### src/verilog/afhp_pkg.sv
package afhp_pkg;

  localparam int AFHP_DATA_W = 10;
  localparam int AFHP_DEPTH  = 16;
  localparam int AFHP_PTR_W  = 4;
  localparam int AFHP_CNT_W  = 5;
  localparam int AFHP_SYNC_W = 16;

  // Configuration reset values
  localparam logic [9:0] AFHP_MODE_RESET   = 10'h020;
  localparam logic [9:0] AFHP_FORMAT_RESET = 10'h000;

  // mode_channel_config field positions
  localparam int AFHP_M_VREF_BIT  = 0;
  localparam int AFHP_M_CONV_BIT  = 1;
  localparam int AFHP_M_PD_BIT    = 2;
  localparam int AFHP_M_PICK_LO   = 3;
  localparam int AFHP_M_BAL_LO    = 5;
  localparam int AFHP_M_SCAN_BIT  = 7;
  localparam int AFHP_M_TEST_LO   = 8;

  // buffer_format_config field positions
  localparam int AFHP_F_DEVRST_BIT = 0;
  localparam int AFHP_F_FLUSH_BIT  = 1;
  localparam int AFHP_F_TRIG_LO    = 2;
  localparam int AFHP_F_DATA_T_BIT = 4;
  localparam int AFHP_F_DATA_P_BIT = 5;
  localparam int AFHP_F_RW_BIT     = 6;
  localparam int AFHP_F_FMT_BIT    = 7;
  localparam int AFHP_F_OFFSET_BIT = 8;

  // Register select codes, {reg_select_hi, reg_select_lo}
  localparam logic [1:0] AFHP_SEL_MODE   = 2'h0;
  localparam logic [1:0] AFHP_SEL_FORMAT = 2'h1;

  // Samples swallowed by pipeline latency after a flush
  localparam logic [2:0] AFHP_LATENCY_SAMPLES = 3'h7;
  localparam logic [9:0] AFHP_SIGN_FLIP       = 10'h200;

  // Trigger levels in words, indexed by trigger code, per channel count
  localparam logic [3:0][4:0] AFHP_TRIG_1CH = {5'h0E, 5'h08, 5'h04, 5'h01};
  localparam logic [3:0][4:0] AFHP_TRIG_2CH = {5'h0C, 5'h08, 5'h04, 5'h02};
  localparam logic [3:0][4:0] AFHP_TRIG_3CH = {5'h0C, 5'h09, 5'h06, 5'h03};
  localparam logic [3:0][4:0] AFHP_TRIG_4CH = {5'h10, 5'h0C, 5'h08, 5'h04};

endpackage

### src/verilog/afhp_sync.sv
`timescale 1ns/1ps
module afhp_sync
  import afhp_pkg::*;
#(
  parameter int W = AFHP_SYNC_W
) (
  input  wire logic         clk,
  input  wire logic         rst,
  input  wire logic [W-1:0] async_in,
  output logic      [W-1:0] sync_out
);

  typedef struct packed {
    logic [W-1:0] s1;
    logic [W-1:0] s2;
    logic [W-1:0] s3;
    logic [W-1:0] q;
  } afhp_sync_state_type;

  afhp_sync_state_type s_reg;
  afhp_sync_state_type s_next;
  logic [W-1:0]        agree;

  always_comb begin
    s_next    = s_reg;
    agree     = ~(s_reg.s2 ^ s_reg.s3);
    s_next.s1 = async_in;
    s_next.s2 = s_reg.s1;
    s_next.s3 = s_reg.s2;
    s_next.q  = (s_reg.s2 & agree) | (s_reg.q & ~agree);
  end

  always_ff @(posedge clk or posedge rst) begin
    if (rst) begin
      s_reg <= '0;
    end else begin
      s_reg <= s_next;
    end
  end

  assign sync_out = s_reg.q;

  property p_sync_agree;
    @(posedge clk) disable iff (rst)
    ((s_reg.q ^ $past(s_reg.q)) & ($past(s_reg.s2) ^ $past(s_reg.s3))) == '0;
  endproperty
  a_sync_agree: assert property (p_sync_agree)
    else $error("synchronised bit changed without agreement");

endmodule // afhp_sync

### src/verilog/afhp_ring.sv
`timescale 1ns/1ps
module afhp_ring
  import afhp_pkg::*;
#(
  parameter int W     = AFHP_DATA_W,
  parameter int DEPTH = AFHP_DEPTH,
  parameter int PW    = AFHP_PTR_W
) (
  input  wire logic          clk,
  input  wire logic          rst,
  input  wire logic          flush,
  input  wire logic          push,
  input  wire logic [W-1:0]  push_data,
  input  wire logic          pop,
  output logic      [W-1:0]  pop_data,
  output logic               empty,
  output logic      [PW-1:0] wr_ptr,
  output logic      [PW-1:0] rd_ptr,
  output logic      [PW:0]   count
);

  localparam logic [PW:0] FULL_CNT = (PW+1)'(DEPTH);

  typedef struct packed {
    logic [DEPTH-1:0][W-1:0] mem;
    logic [PW-1:0]           wr;
    logic [PW-1:0]           rd;
    logic [PW:0]             cnt;
  } afhp_ring_state_type;

  afhp_ring_state_type s_reg;
  afhp_ring_state_type s_next;
  logic                do_pop;
  logic                adv;
  logic [PW-1:0]       wr_inc;

  always_comb begin
    s_next = s_reg;
    do_pop = pop && (s_reg.cnt != '0);
    adv    = do_pop || (push && (s_reg.cnt == FULL_CNT));
    wr_inc = s_reg.wr + 1'b1;
    if (flush) begin
      s_next.wr  = '1;
      s_next.rd  = '0;
      s_next.cnt = '0;
    end else begin
      // Write pointer marks the last written entry
      if (push) begin
        s_next.wr          = wr_inc;
        s_next.mem[wr_inc] = push_data;
      end
      // Full buffer drops its oldest word on a push
      if (adv) begin
        s_next.rd = s_reg.rd + 1'b1;
      end
      if (push && !adv) begin
        s_next.cnt = s_reg.cnt + 1'b1;
      end else if (!push && adv) begin
        s_next.cnt = s_reg.cnt - 1'b1;
      end
    end
  end

  always_ff @(posedge clk or posedge rst) begin
    if (rst) begin
      s_reg <= '{mem: '0, wr: '1, rd: '0, cnt: '0};
    end else begin
      s_reg <= s_next;
    end
  end

  assign pop_data = s_reg.mem[s_reg.rd];
  assign empty    = (s_reg.cnt == '0);
  assign wr_ptr   = s_reg.wr;
  assign rd_ptr   = s_reg.rd;
  assign count    = s_reg.cnt;

  property p_ring_flush;
    @(posedge clk) disable iff (rst)
    flush |=> empty && (rd_ptr == '0) && (wr_ptr == '1);
  endproperty
  a_ring_flush: assert property (p_ring_flush)
    else $error("flush did not empty the buffer");

  property p_ring_wrptr;
    @(posedge clk) disable iff (rst)
    push && !flush |=> wr_ptr == PW'($past(wr_ptr) + 1'b1);
  endproperty
  a_ring_wrptr: assert property (p_ring_wrptr)
    else $error("write pointer did not advance on push");

  property p_ring_store;
    @(posedge clk) disable iff (rst)
    push && !flush && empty |=> pop_data == $past(push_data);
  endproperty
  a_ring_store: assert property (p_ring_store)
    else $error("first stored word not presented for reading");

  property p_ring_full_hold;
    @(posedge clk) disable iff (rst)
    push && !flush && (count == FULL_CNT) |=> count == FULL_CNT;
  endproperty
  a_ring_full_hold: assert property (p_ring_full_hold)
    else $error("full buffer lost its fill level on overwrite");

endmodule // afhp_ring

### src/verilog/afhp_top.sv
`timescale 1ns/1ps
module afhp_top
  import afhp_pkg::*;
(
  input  wire logic       CLK,
  input  wire logic       RST,
  input  wire logic       SAMPLE_VALID,
  input  wire logic [9:0] SAMPLE_CODE,
  output logic      [1:0] SCAN_CHANNEL,
  output logic      [9:0] MODE_CHANNEL_CONFIG,
  input  wire logic       CHIP_SELECT_LOW_ACTIVE_N,
  input  wire logic       CHIP_SELECT_HIGH_ACTIVE,
  input  wire logic       READ_N,
  input  wire logic       WRITE_N,
  input  wire logic       REG_SELECT_LO,
  input  wire logic       REG_SELECT_HI,
  input  wire logic [9:0] DATA_IN,
  output logic      [9:0] DATA_OUT,
  output logic            DATA_OE,
  output logic            BLOCK_READY_N
);

  typedef struct packed {
    logic [9:0] mode_cfg;
    logic [9:0] fmt_cfg;
    logic       rd_prev;
    logic       wr_prev;
    logic [1:0] scan_ch;
    logic [2:0] lat_cnt;
    logic [4:0] blk_cnt;
    logic       blk_n;
    logic [9:0] dout;
    logic       oe;
  } afhp_top_state_type;

  localparam afhp_top_state_type TOP_RESET = '{
    mode_cfg: AFHP_MODE_RESET,
    fmt_cfg:  AFHP_FORMAT_RESET,
    blk_n:    1'b1,
    default:  '0
  };

  afhp_top_state_type s_reg;
  afhp_top_state_type s_next;

  logic [AFHP_SYNC_W-1:0] pins_sync;
  logic                   cs_n_s;
  logic                   cs_s;
  logic                   rd_n_s;
  logic                   wr_n_s;
  logic [1:0]             sel_s;
  logic [9:0]             din_s;

  logic                   rd_eff;
  logic                   wr_eff;
  logic                   rd_start;
  logic                   wr_start;
  logic                   flush;
  logic                   twos;
  logic                   single_mode;
  logic                   test_on;
  logic                   lat_done;
  logic [2:0]             nch;
  logic [4:0]             tl;
  logic [4:0]             blk_inc;

  logic                   ring_push;
  logic [9:0]             ring_push_data;
  logic                   ring_pop;
  logic [9:0]             ring_pop_data;
  logic                   ring_empty;

  // Trigger level in words from channel count and trigger code
  function automatic logic [4:0] trig_words(input logic [2:0] n, input logic [1:0] code);
    logic [4:0] w;
    w = 5'h00;
    case (n)
      3'h1:    w = AFHP_TRIG_1CH[code];
      3'h2:    w = AFHP_TRIG_2CH[code];
      3'h3:    w = AFHP_TRIG_3CH[code];
      default: w = AFHP_TRIG_4CH[code];
    endcase
    return w;
  endfunction

  afhp_sync #(
    .W (AFHP_SYNC_W)
  ) u_sync (
    .clk      (CLK),
    .rst      (RST),
    .async_in ({CHIP_SELECT_LOW_ACTIVE_N, CHIP_SELECT_HIGH_ACTIVE, READ_N, WRITE_N,
                REG_SELECT_HI, REG_SELECT_LO, DATA_IN}),
    .sync_out (pins_sync)
  );

  assign {cs_n_s, cs_s, rd_n_s, wr_n_s, sel_s, din_s} = pins_sync;

  afhp_ring #(
    .W     (AFHP_DATA_W),
    .DEPTH (AFHP_DEPTH),
    .PW    (AFHP_PTR_W)
  ) u_ring (
    .clk       (CLK),
    .rst       (RST),
    .flush     (flush),
    .push      (ring_push),
    .push_data (ring_push_data),
    .pop       (ring_pop),
    .pop_data  (ring_pop_data),
    .empty     (ring_empty),
    .wr_ptr    (),
    .rd_ptr    (),
    .count     ()
  );

  always_comb begin
    s_next = s_reg;

    // Bus strobes from synchronised pins
    rd_eff   = ~cs_n_s & cs_s & ~rd_n_s;
    wr_eff   = ~cs_n_s & cs_s & ~wr_n_s;
    rd_start = rd_eff & ~s_reg.rd_prev;
    wr_start = wr_eff & ~s_reg.wr_prev;
    s_next.rd_prev = rd_eff;
    s_next.wr_prev = wr_eff;
    s_next.oe      = rd_eff;

    // Decoded configuration
    flush       = s_reg.fmt_cfg[AFHP_F_FLUSH_BIT] | s_reg.fmt_cfg[AFHP_F_DEVRST_BIT];
    twos        = s_reg.fmt_cfg[AFHP_F_FMT_BIT];
    single_mode = s_reg.mode_cfg[AFHP_M_CONV_BIT];
    test_on     = |s_reg.mode_cfg[AFHP_M_TEST_LO +: 2];
    nch         = s_reg.mode_cfg[AFHP_M_SCAN_BIT]
                ? 3'({1'b0, s_reg.mode_cfg[AFHP_M_PICK_LO +: 2]}) + 3'h1
                : 3'h1;
    tl          = trig_words(nch, s_reg.fmt_cfg[AFHP_F_TRIG_LO +: 2]);
    blk_inc     = s_reg.blk_cnt + 5'h01;

    // Flush and device reset bits clear themselves
    s_next.fmt_cfg[AFHP_F_FLUSH_BIT]  = 1'b0;
    s_next.fmt_cfg[AFHP_F_DEVRST_BIT] = 1'b0;
    if (s_reg.fmt_cfg[AFHP_F_DEVRST_BIT]) begin
      s_next.mode_cfg = AFHP_MODE_RESET;
      s_next.fmt_cfg  = AFHP_FORMAT_RESET;
    end else if (wr_start) begin
      case (sel_s)
        AFHP_SEL_MODE:   s_next.mode_cfg = din_s;
        AFHP_SEL_FORMAT: s_next.fmt_cfg  = din_s;
        default:         ;
      endcase
    end

    // Conversion results; inputs are idle in power down
    lat_done       = single_mode || (s_reg.lat_cnt == AFHP_LATENCY_SAMPLES);
    ring_push      = SAMPLE_VALID && !s_reg.mode_cfg[AFHP_M_PD_BIT] && lat_done && !flush;
    ring_push_data = twos ? (SAMPLE_CODE ^ AFHP_SIGN_FLIP) : SAMPLE_CODE;
    s_next.blk_n   = 1'b1;

    if (flush) begin
      s_next.scan_ch = 2'h0;
      s_next.lat_cnt = 3'h0;
      s_next.blk_cnt = 5'h00;
    end else if (SAMPLE_VALID && !s_reg.mode_cfg[AFHP_M_PD_BIT] && !lat_done) begin
      s_next.lat_cnt = s_reg.lat_cnt + 3'h1;
    end else if (ring_push) begin
      // Scan order restarts at the first channel
      if (3'({1'b0, s_reg.scan_ch}) + 3'h1 >= nch) begin
        s_next.scan_ch = 2'h0;
      end else begin
        s_next.scan_ch = s_reg.scan_ch + 2'h1;
      end
      if (blk_inc >= tl) begin
        s_next.blk_cnt = 5'h00;
        s_next.blk_n   = test_on;
      end else begin
        s_next.blk_cnt = blk_inc;
      end
    end

    // Host reads; the mode register has no read path
    ring_pop = 1'b0;
    if (rd_start) begin
      if (sel_s == AFHP_SEL_MODE) begin
        s_next.dout = ring_pop_data;
        ring_pop    = 1'b1;
      end else if (sel_s == AFHP_SEL_FORMAT && s_reg.fmt_cfg[AFHP_F_RW_BIT]) begin
        s_next.dout = s_reg.fmt_cfg;
      end else begin
        s_next.dout = 10'h000;
      end
    end
  end

  always_ff @(posedge CLK or posedge RST) begin
    if (RST) begin
      s_reg <= TOP_RESET;
    end else begin
      s_reg <= s_next;
    end
  end

  assign SCAN_CHANNEL        = s_reg.scan_ch;
  assign MODE_CHANNEL_CONFIG = s_reg.mode_cfg;
  assign DATA_OUT            = s_reg.dout;
  assign DATA_OE             = s_reg.oe;
  assign BLOCK_READY_N       = s_reg.blk_n;

  property p_fmt_binary;
    @(posedge CLK) disable iff (RST)
    ring_push && !twos |-> ring_push_data == SAMPLE_CODE;
  endproperty
  a_fmt_binary: assert property (p_fmt_binary)
    else $error("binary format altered the code");

  property p_fmt_twos;
    @(posedge CLK) disable iff (RST)
    ring_push && twos |-> (ring_push_data ^ SAMPLE_CODE) == 10'h200;
  endproperty
  a_fmt_twos: assert property (p_fmt_twos)
    else $error("twos complement format not a sign flip");

  property p_pulse_single;
    @(posedge CLK) disable iff (RST)
    !BLOCK_READY_N |=> BLOCK_READY_N;
  endproperty
  a_pulse_single: assert property (p_pulse_single)
    else $error("block ready held low beyond one cycle");

  property p_pulse_count;
    @(posedge CLK) disable iff (RST)
    $fell(BLOCK_READY_N) |-> $past(ring_push) && ($past(blk_inc) >= $past(tl));
  endproperty
  a_pulse_count: assert property (p_pulse_count)
    else $error("block ready without reaching trigger level");

  property p_test_quiet;
    @(posedge CLK) disable iff (RST)
    test_on |=> BLOCK_READY_N;
  endproperty
  a_test_quiet: assert property (p_test_quiet)
    else $error("block ready pulsed during test selection");

  property p_write_mode;
    @(posedge CLK) disable iff (RST)
    wr_start && (sel_s == AFHP_SEL_MODE) && !s_reg.fmt_cfg[AFHP_F_DEVRST_BIT]
      |=> MODE_CHANNEL_CONFIG == $past(din_s);
  endproperty
  a_write_mode: assert property (p_write_mode)
    else $error("mode register write not taken");

  property p_reserved_sel;
    @(posedge CLK) disable iff (RST)
    wr_start && sel_s[1] && !s_reg.fmt_cfg[AFHP_F_DEVRST_BIT]
      |=> $stable(MODE_CHANNEL_CONFIG);
  endproperty
  a_reserved_sel: assert property (p_reserved_sel)
    else $error("reserved select changed a register");

  property p_latency;
    @(posedge CLK) disable iff (RST)
    ring_push && !single_mode |-> s_reg.lat_cnt == AFHP_LATENCY_SAMPLES;
  endproperty
  a_latency: assert property (p_latency)
    else $error("result stored inside pipeline latency");

  property p_read_data;
    @(posedge CLK) disable iff (RST)
    rd_start && (sel_s == AFHP_SEL_MODE) && !ring_empty |=> DATA_OUT == $past(ring_pop_data);
  endproperty
  a_read_data: assert property (p_read_data)
    else $error("buffer read returned wrong word");

endmodule // afhp_top

### config.mk
export PLATFORM = sky130hd
export DESIGN_NAME = afhp_top
export DESIGN_NICKNAME = d
export VERILOG_FILES = /design/src/verilog/afhp_pkg.sv /design/src/verilog/afhp_sync.sv /design/src/verilog/afhp_ring.sv /design/src/verilog/afhp_top.sv
export SDC_FILE = /design/constraint.sdc
export NUM_CORES = 1
export LEC_CHECK = 0
export BUFFER_PORTS_ARGS = -buffer_cell sky130_fd_sc_hd__buf_2
export CAP_MARGIN = 10
export CELL_PAD_IN_SITES_DETAIL_PLACEMENT = 0
export CELL_PAD_IN_SITES_GLOBAL_PLACEMENT = 1
export CORE_ASPECT_RATIO = 0.9
export CORE_MARGIN = 2
export CORE_UTILIZATION = 30
export DETAILED_ROUTE_END_ITERATION = 8
export PLACE_DENSITY_LB_ADDON = 0.1
export SLEW_MARGIN = 20
export SYNTH_ARGS = -nofsm -noshare
export SYNTH_HDL_FRONTEND = slang
export SYNTH_SLANG_ARGS = --single-unit
### constraint.sdc
create_clock -name CLK -period 17.48 [get_ports CLK]
set_input_delay 2.622 -clock CLK [delete_from_list [all_inputs] [get_ports CLK]]
set_output_delay 2.622 -clock CLK [all_outputs]
set_load 0.03 [all_outputs]
==> qor.csv <==
metric;value;unit
outcome;finished clean;
Rel. slew slack;0.292;
Hold WC Path Type;reg -> reg;
Setup Crit Path Kind;in -> reg;
Fin Setup TNS;0;ns
Longest Clk Path Bufs;3;
H-tree Lvls;2;
Final Routed Wirelength;31000;um
Finished Cell Area;0.0140;mm^2
Post-Synthesis Cells;840;
antenna-violating nets left;0;
largest net degree at the start of global routing;184;
Root Driver;clkbuf_16;
Buf/Inv on CP;2;
Tot GR Track Use;0.151;
vias in the first global route;7593;
Initial Util;0.303;
DR WL/cell;21.7;um
met3 wire len;1230;um
critical path cell sequence;buf_2 -> nor2b_1 -> nand4_1 -> a21oi_1 -> nand2b_1 -> inv_1 -> fa_1 -> nand2b_1 -> a21oi_1 -> nand3_1 -> a211o_1 -> o211ai_2;
most frequent cells in the layout;271 x dfrtp_1, 161 x mux2_2, 52 x buf_2, 41 x mux4_2, 35 x clkbuf_16;
top layer in use;met4;
global-route wire length before repair;48300;um
Final Hold Fails;0;
synthesized flop and latch total;280;
HPWL Detailed;19700;um
number of max-cap violations;0;
fin crit period;4.87;ns
commonest non-fill, non-tap cell in the layout;dfrtp_1;
PostCTS Resize Cnt;0;
Post-synth EDFFs;0;
YS warnings;0;
core area;0.0405;mm^2
initial antenna violation count;0;
Skew-Pair Late Insertion Delay;0.53;ns
chip width;217;um
Avg Cell Area, Syn;14.6;um^2
Post-CTS Setup Inserts;0;
DR DRC count;0;
Yosys top cell by area;dfrtp_1;
hold_buf cts;0;
number of buffers added on ports;52;
cts bufs inserted;34;
DP Area;0.0129;mm^2
vias per cell;4.89;
Post-Synthesis Net Count;894;
fin crit share;0.279;
# setup viols final;0;
Worst-Margin Slew;1.06;ns
Largest register FFs;160;
wire length on met1;14200;um
gp weighted congestion;0.765;
FP Rows;70;
Yosys top cell area share;0.559;
area delta synth->final;14.6;%
RSZ-0062 raised after global routing;no;
Critical Path AT;5.31;ns
Clock Skew;0.0259;ns
Setup crit start kind;input port;
1st-iter DRT viols;438;
Crit path max-delay family;compound AO/OA/AOI/OAI gates;
# IOs;53;
PwrDens;167;mW/mm^2
crit-path max FO;5;
CTS tree;built;
final net count;915;
# clock sinks;280;
crit-path max cell delay;0.49;ns
antenna fix cells;0;
nature of the critical path endpoint;flop;
Fmax;205;MHz
1st-pass router iterations;5;
wire length on met2;14900;um
Clock Pin Slew Worst Setup and Hold Paths;0.06;ns
asr flop ratio synth;1.00;
leak pwr;6.42;nW
Area contributors post-synth;dfrtp_1 56%, mux2_2 15%, mux4_2 7.5%;
DIE HEIGHT;196;um
Critical Path RT;17.91;ns
final core occ;0.347;
Main synth FF type;dfrtp_1;
Cell Area, Synth;0.0123;mm^2
maximum vdd drop;0.0668;mV
via count;6978;
sequential cell area fraction in the yosys report;0.572;
post-synthesis cell type count;55;
fraction of layout cells with a size suffix above 1;0.369;
Crit-path slowest cell;a21oi_1;
die area;0.0425;mm^2
grt ovf;0;
Slew Viols, Final;0;
[where the power goes]
group / internal [mW] / switching (mW) / total [mW]
clock: 0.433 / 0.279 / 0.712
combinational: 0.336 / 0.309 / 0.645
sequential: 0.833 / 0.155 / 0.987
[routing by layer]
metal,track usage,up-vias
li1,-,3105
met1,0.209,3695
met2,0.240,123
met3,0.0290,55
met4,0.0469,0
met5,0,-
[final timing paths]
check,start,end,slack [ns],cells past startpoint
setup / recovery,SAMPLE_VALID,u_ring.count[4],12.61,12
hold / removal,u_sync.s_next[32],u_sync.s_next[16],0.35,0
setup reg to reg,flop,u_ring.count[4],13.59,11
hold reg to reg,u_sync.s_next[32],u_sync.s_next[16],0.35,0
max in group asynchronous,RST,u_sync.s_reg[18],13.84,4
min in group asynchronous,RST,u_ring.s_reg[101],2.17,2
[logic make-up after synthesis]
| group | count (synthesis) | synth area share |
|---|---|---|
| buf+inv | 88 | 0.0359 |
| fa+ha+maj | 41 | 0.0392 |
| flops | 280 | 0.572 |
| mux | 229 | 0.245 |
| simple gates | 97 | 0.0439 |
| compound gates | 92 | 0.0543 |
| xor+xnor | 13 | 0.00929 |
[synthesized netlist by cell type, drive strengths merged, types with 14 or more instances]
library cell	count
ha	24
o21ai	15
inv	15
buf	46
a22o	18
maj3	16
mux2	161
nand2	14
mux4	41
nor2	20
mux2i	27
and3	18
clkbuf	27
dfrtp	274
[through the flow]
stage / hold slack (ns) / setup slack [ns] / cells / power [mW]
6_report: 0.347 / 12.61 / 1426 / 2.34
3_3_place_gp: 0.332 / 12.23 / 1364 / 1.62
5_1_grt: 0.350 / 12.46 / 1426 / 2.49
3_5_place_dp: 0.335 / 12.04 / 1364 / 1.65
4_1_cts: 0.348 / 12.59 / 1425 / 2.39
2_1_floorplan: 0.331 / 7.15 / 840 / 1.47
[area by class of cell]
type	instances	area (um^2)
clock buffer	50	972
clock inverter	11	155
fill	3927	26400
inverter	15	63.8
multi-input combinational	472	4830
sequential	280	7020
tap	540	676
timing repair buffer	58	338
[worst register-to-register path, cell delays in order, from the launching register on]
cell      delay [ns]
dfrtp_1         0.40
or4b_4          0.68
or3_1           0.51
a21oi_1         0.47
nand2b_1        0.26
inv_1           0.07
fa_1            0.40
nand2b_1        0.16
a21oi_1         0.32
nand3_1         0.13
a211o_1         0.34
o211ai_2        0.07
(Power assumes the default switching activity.)
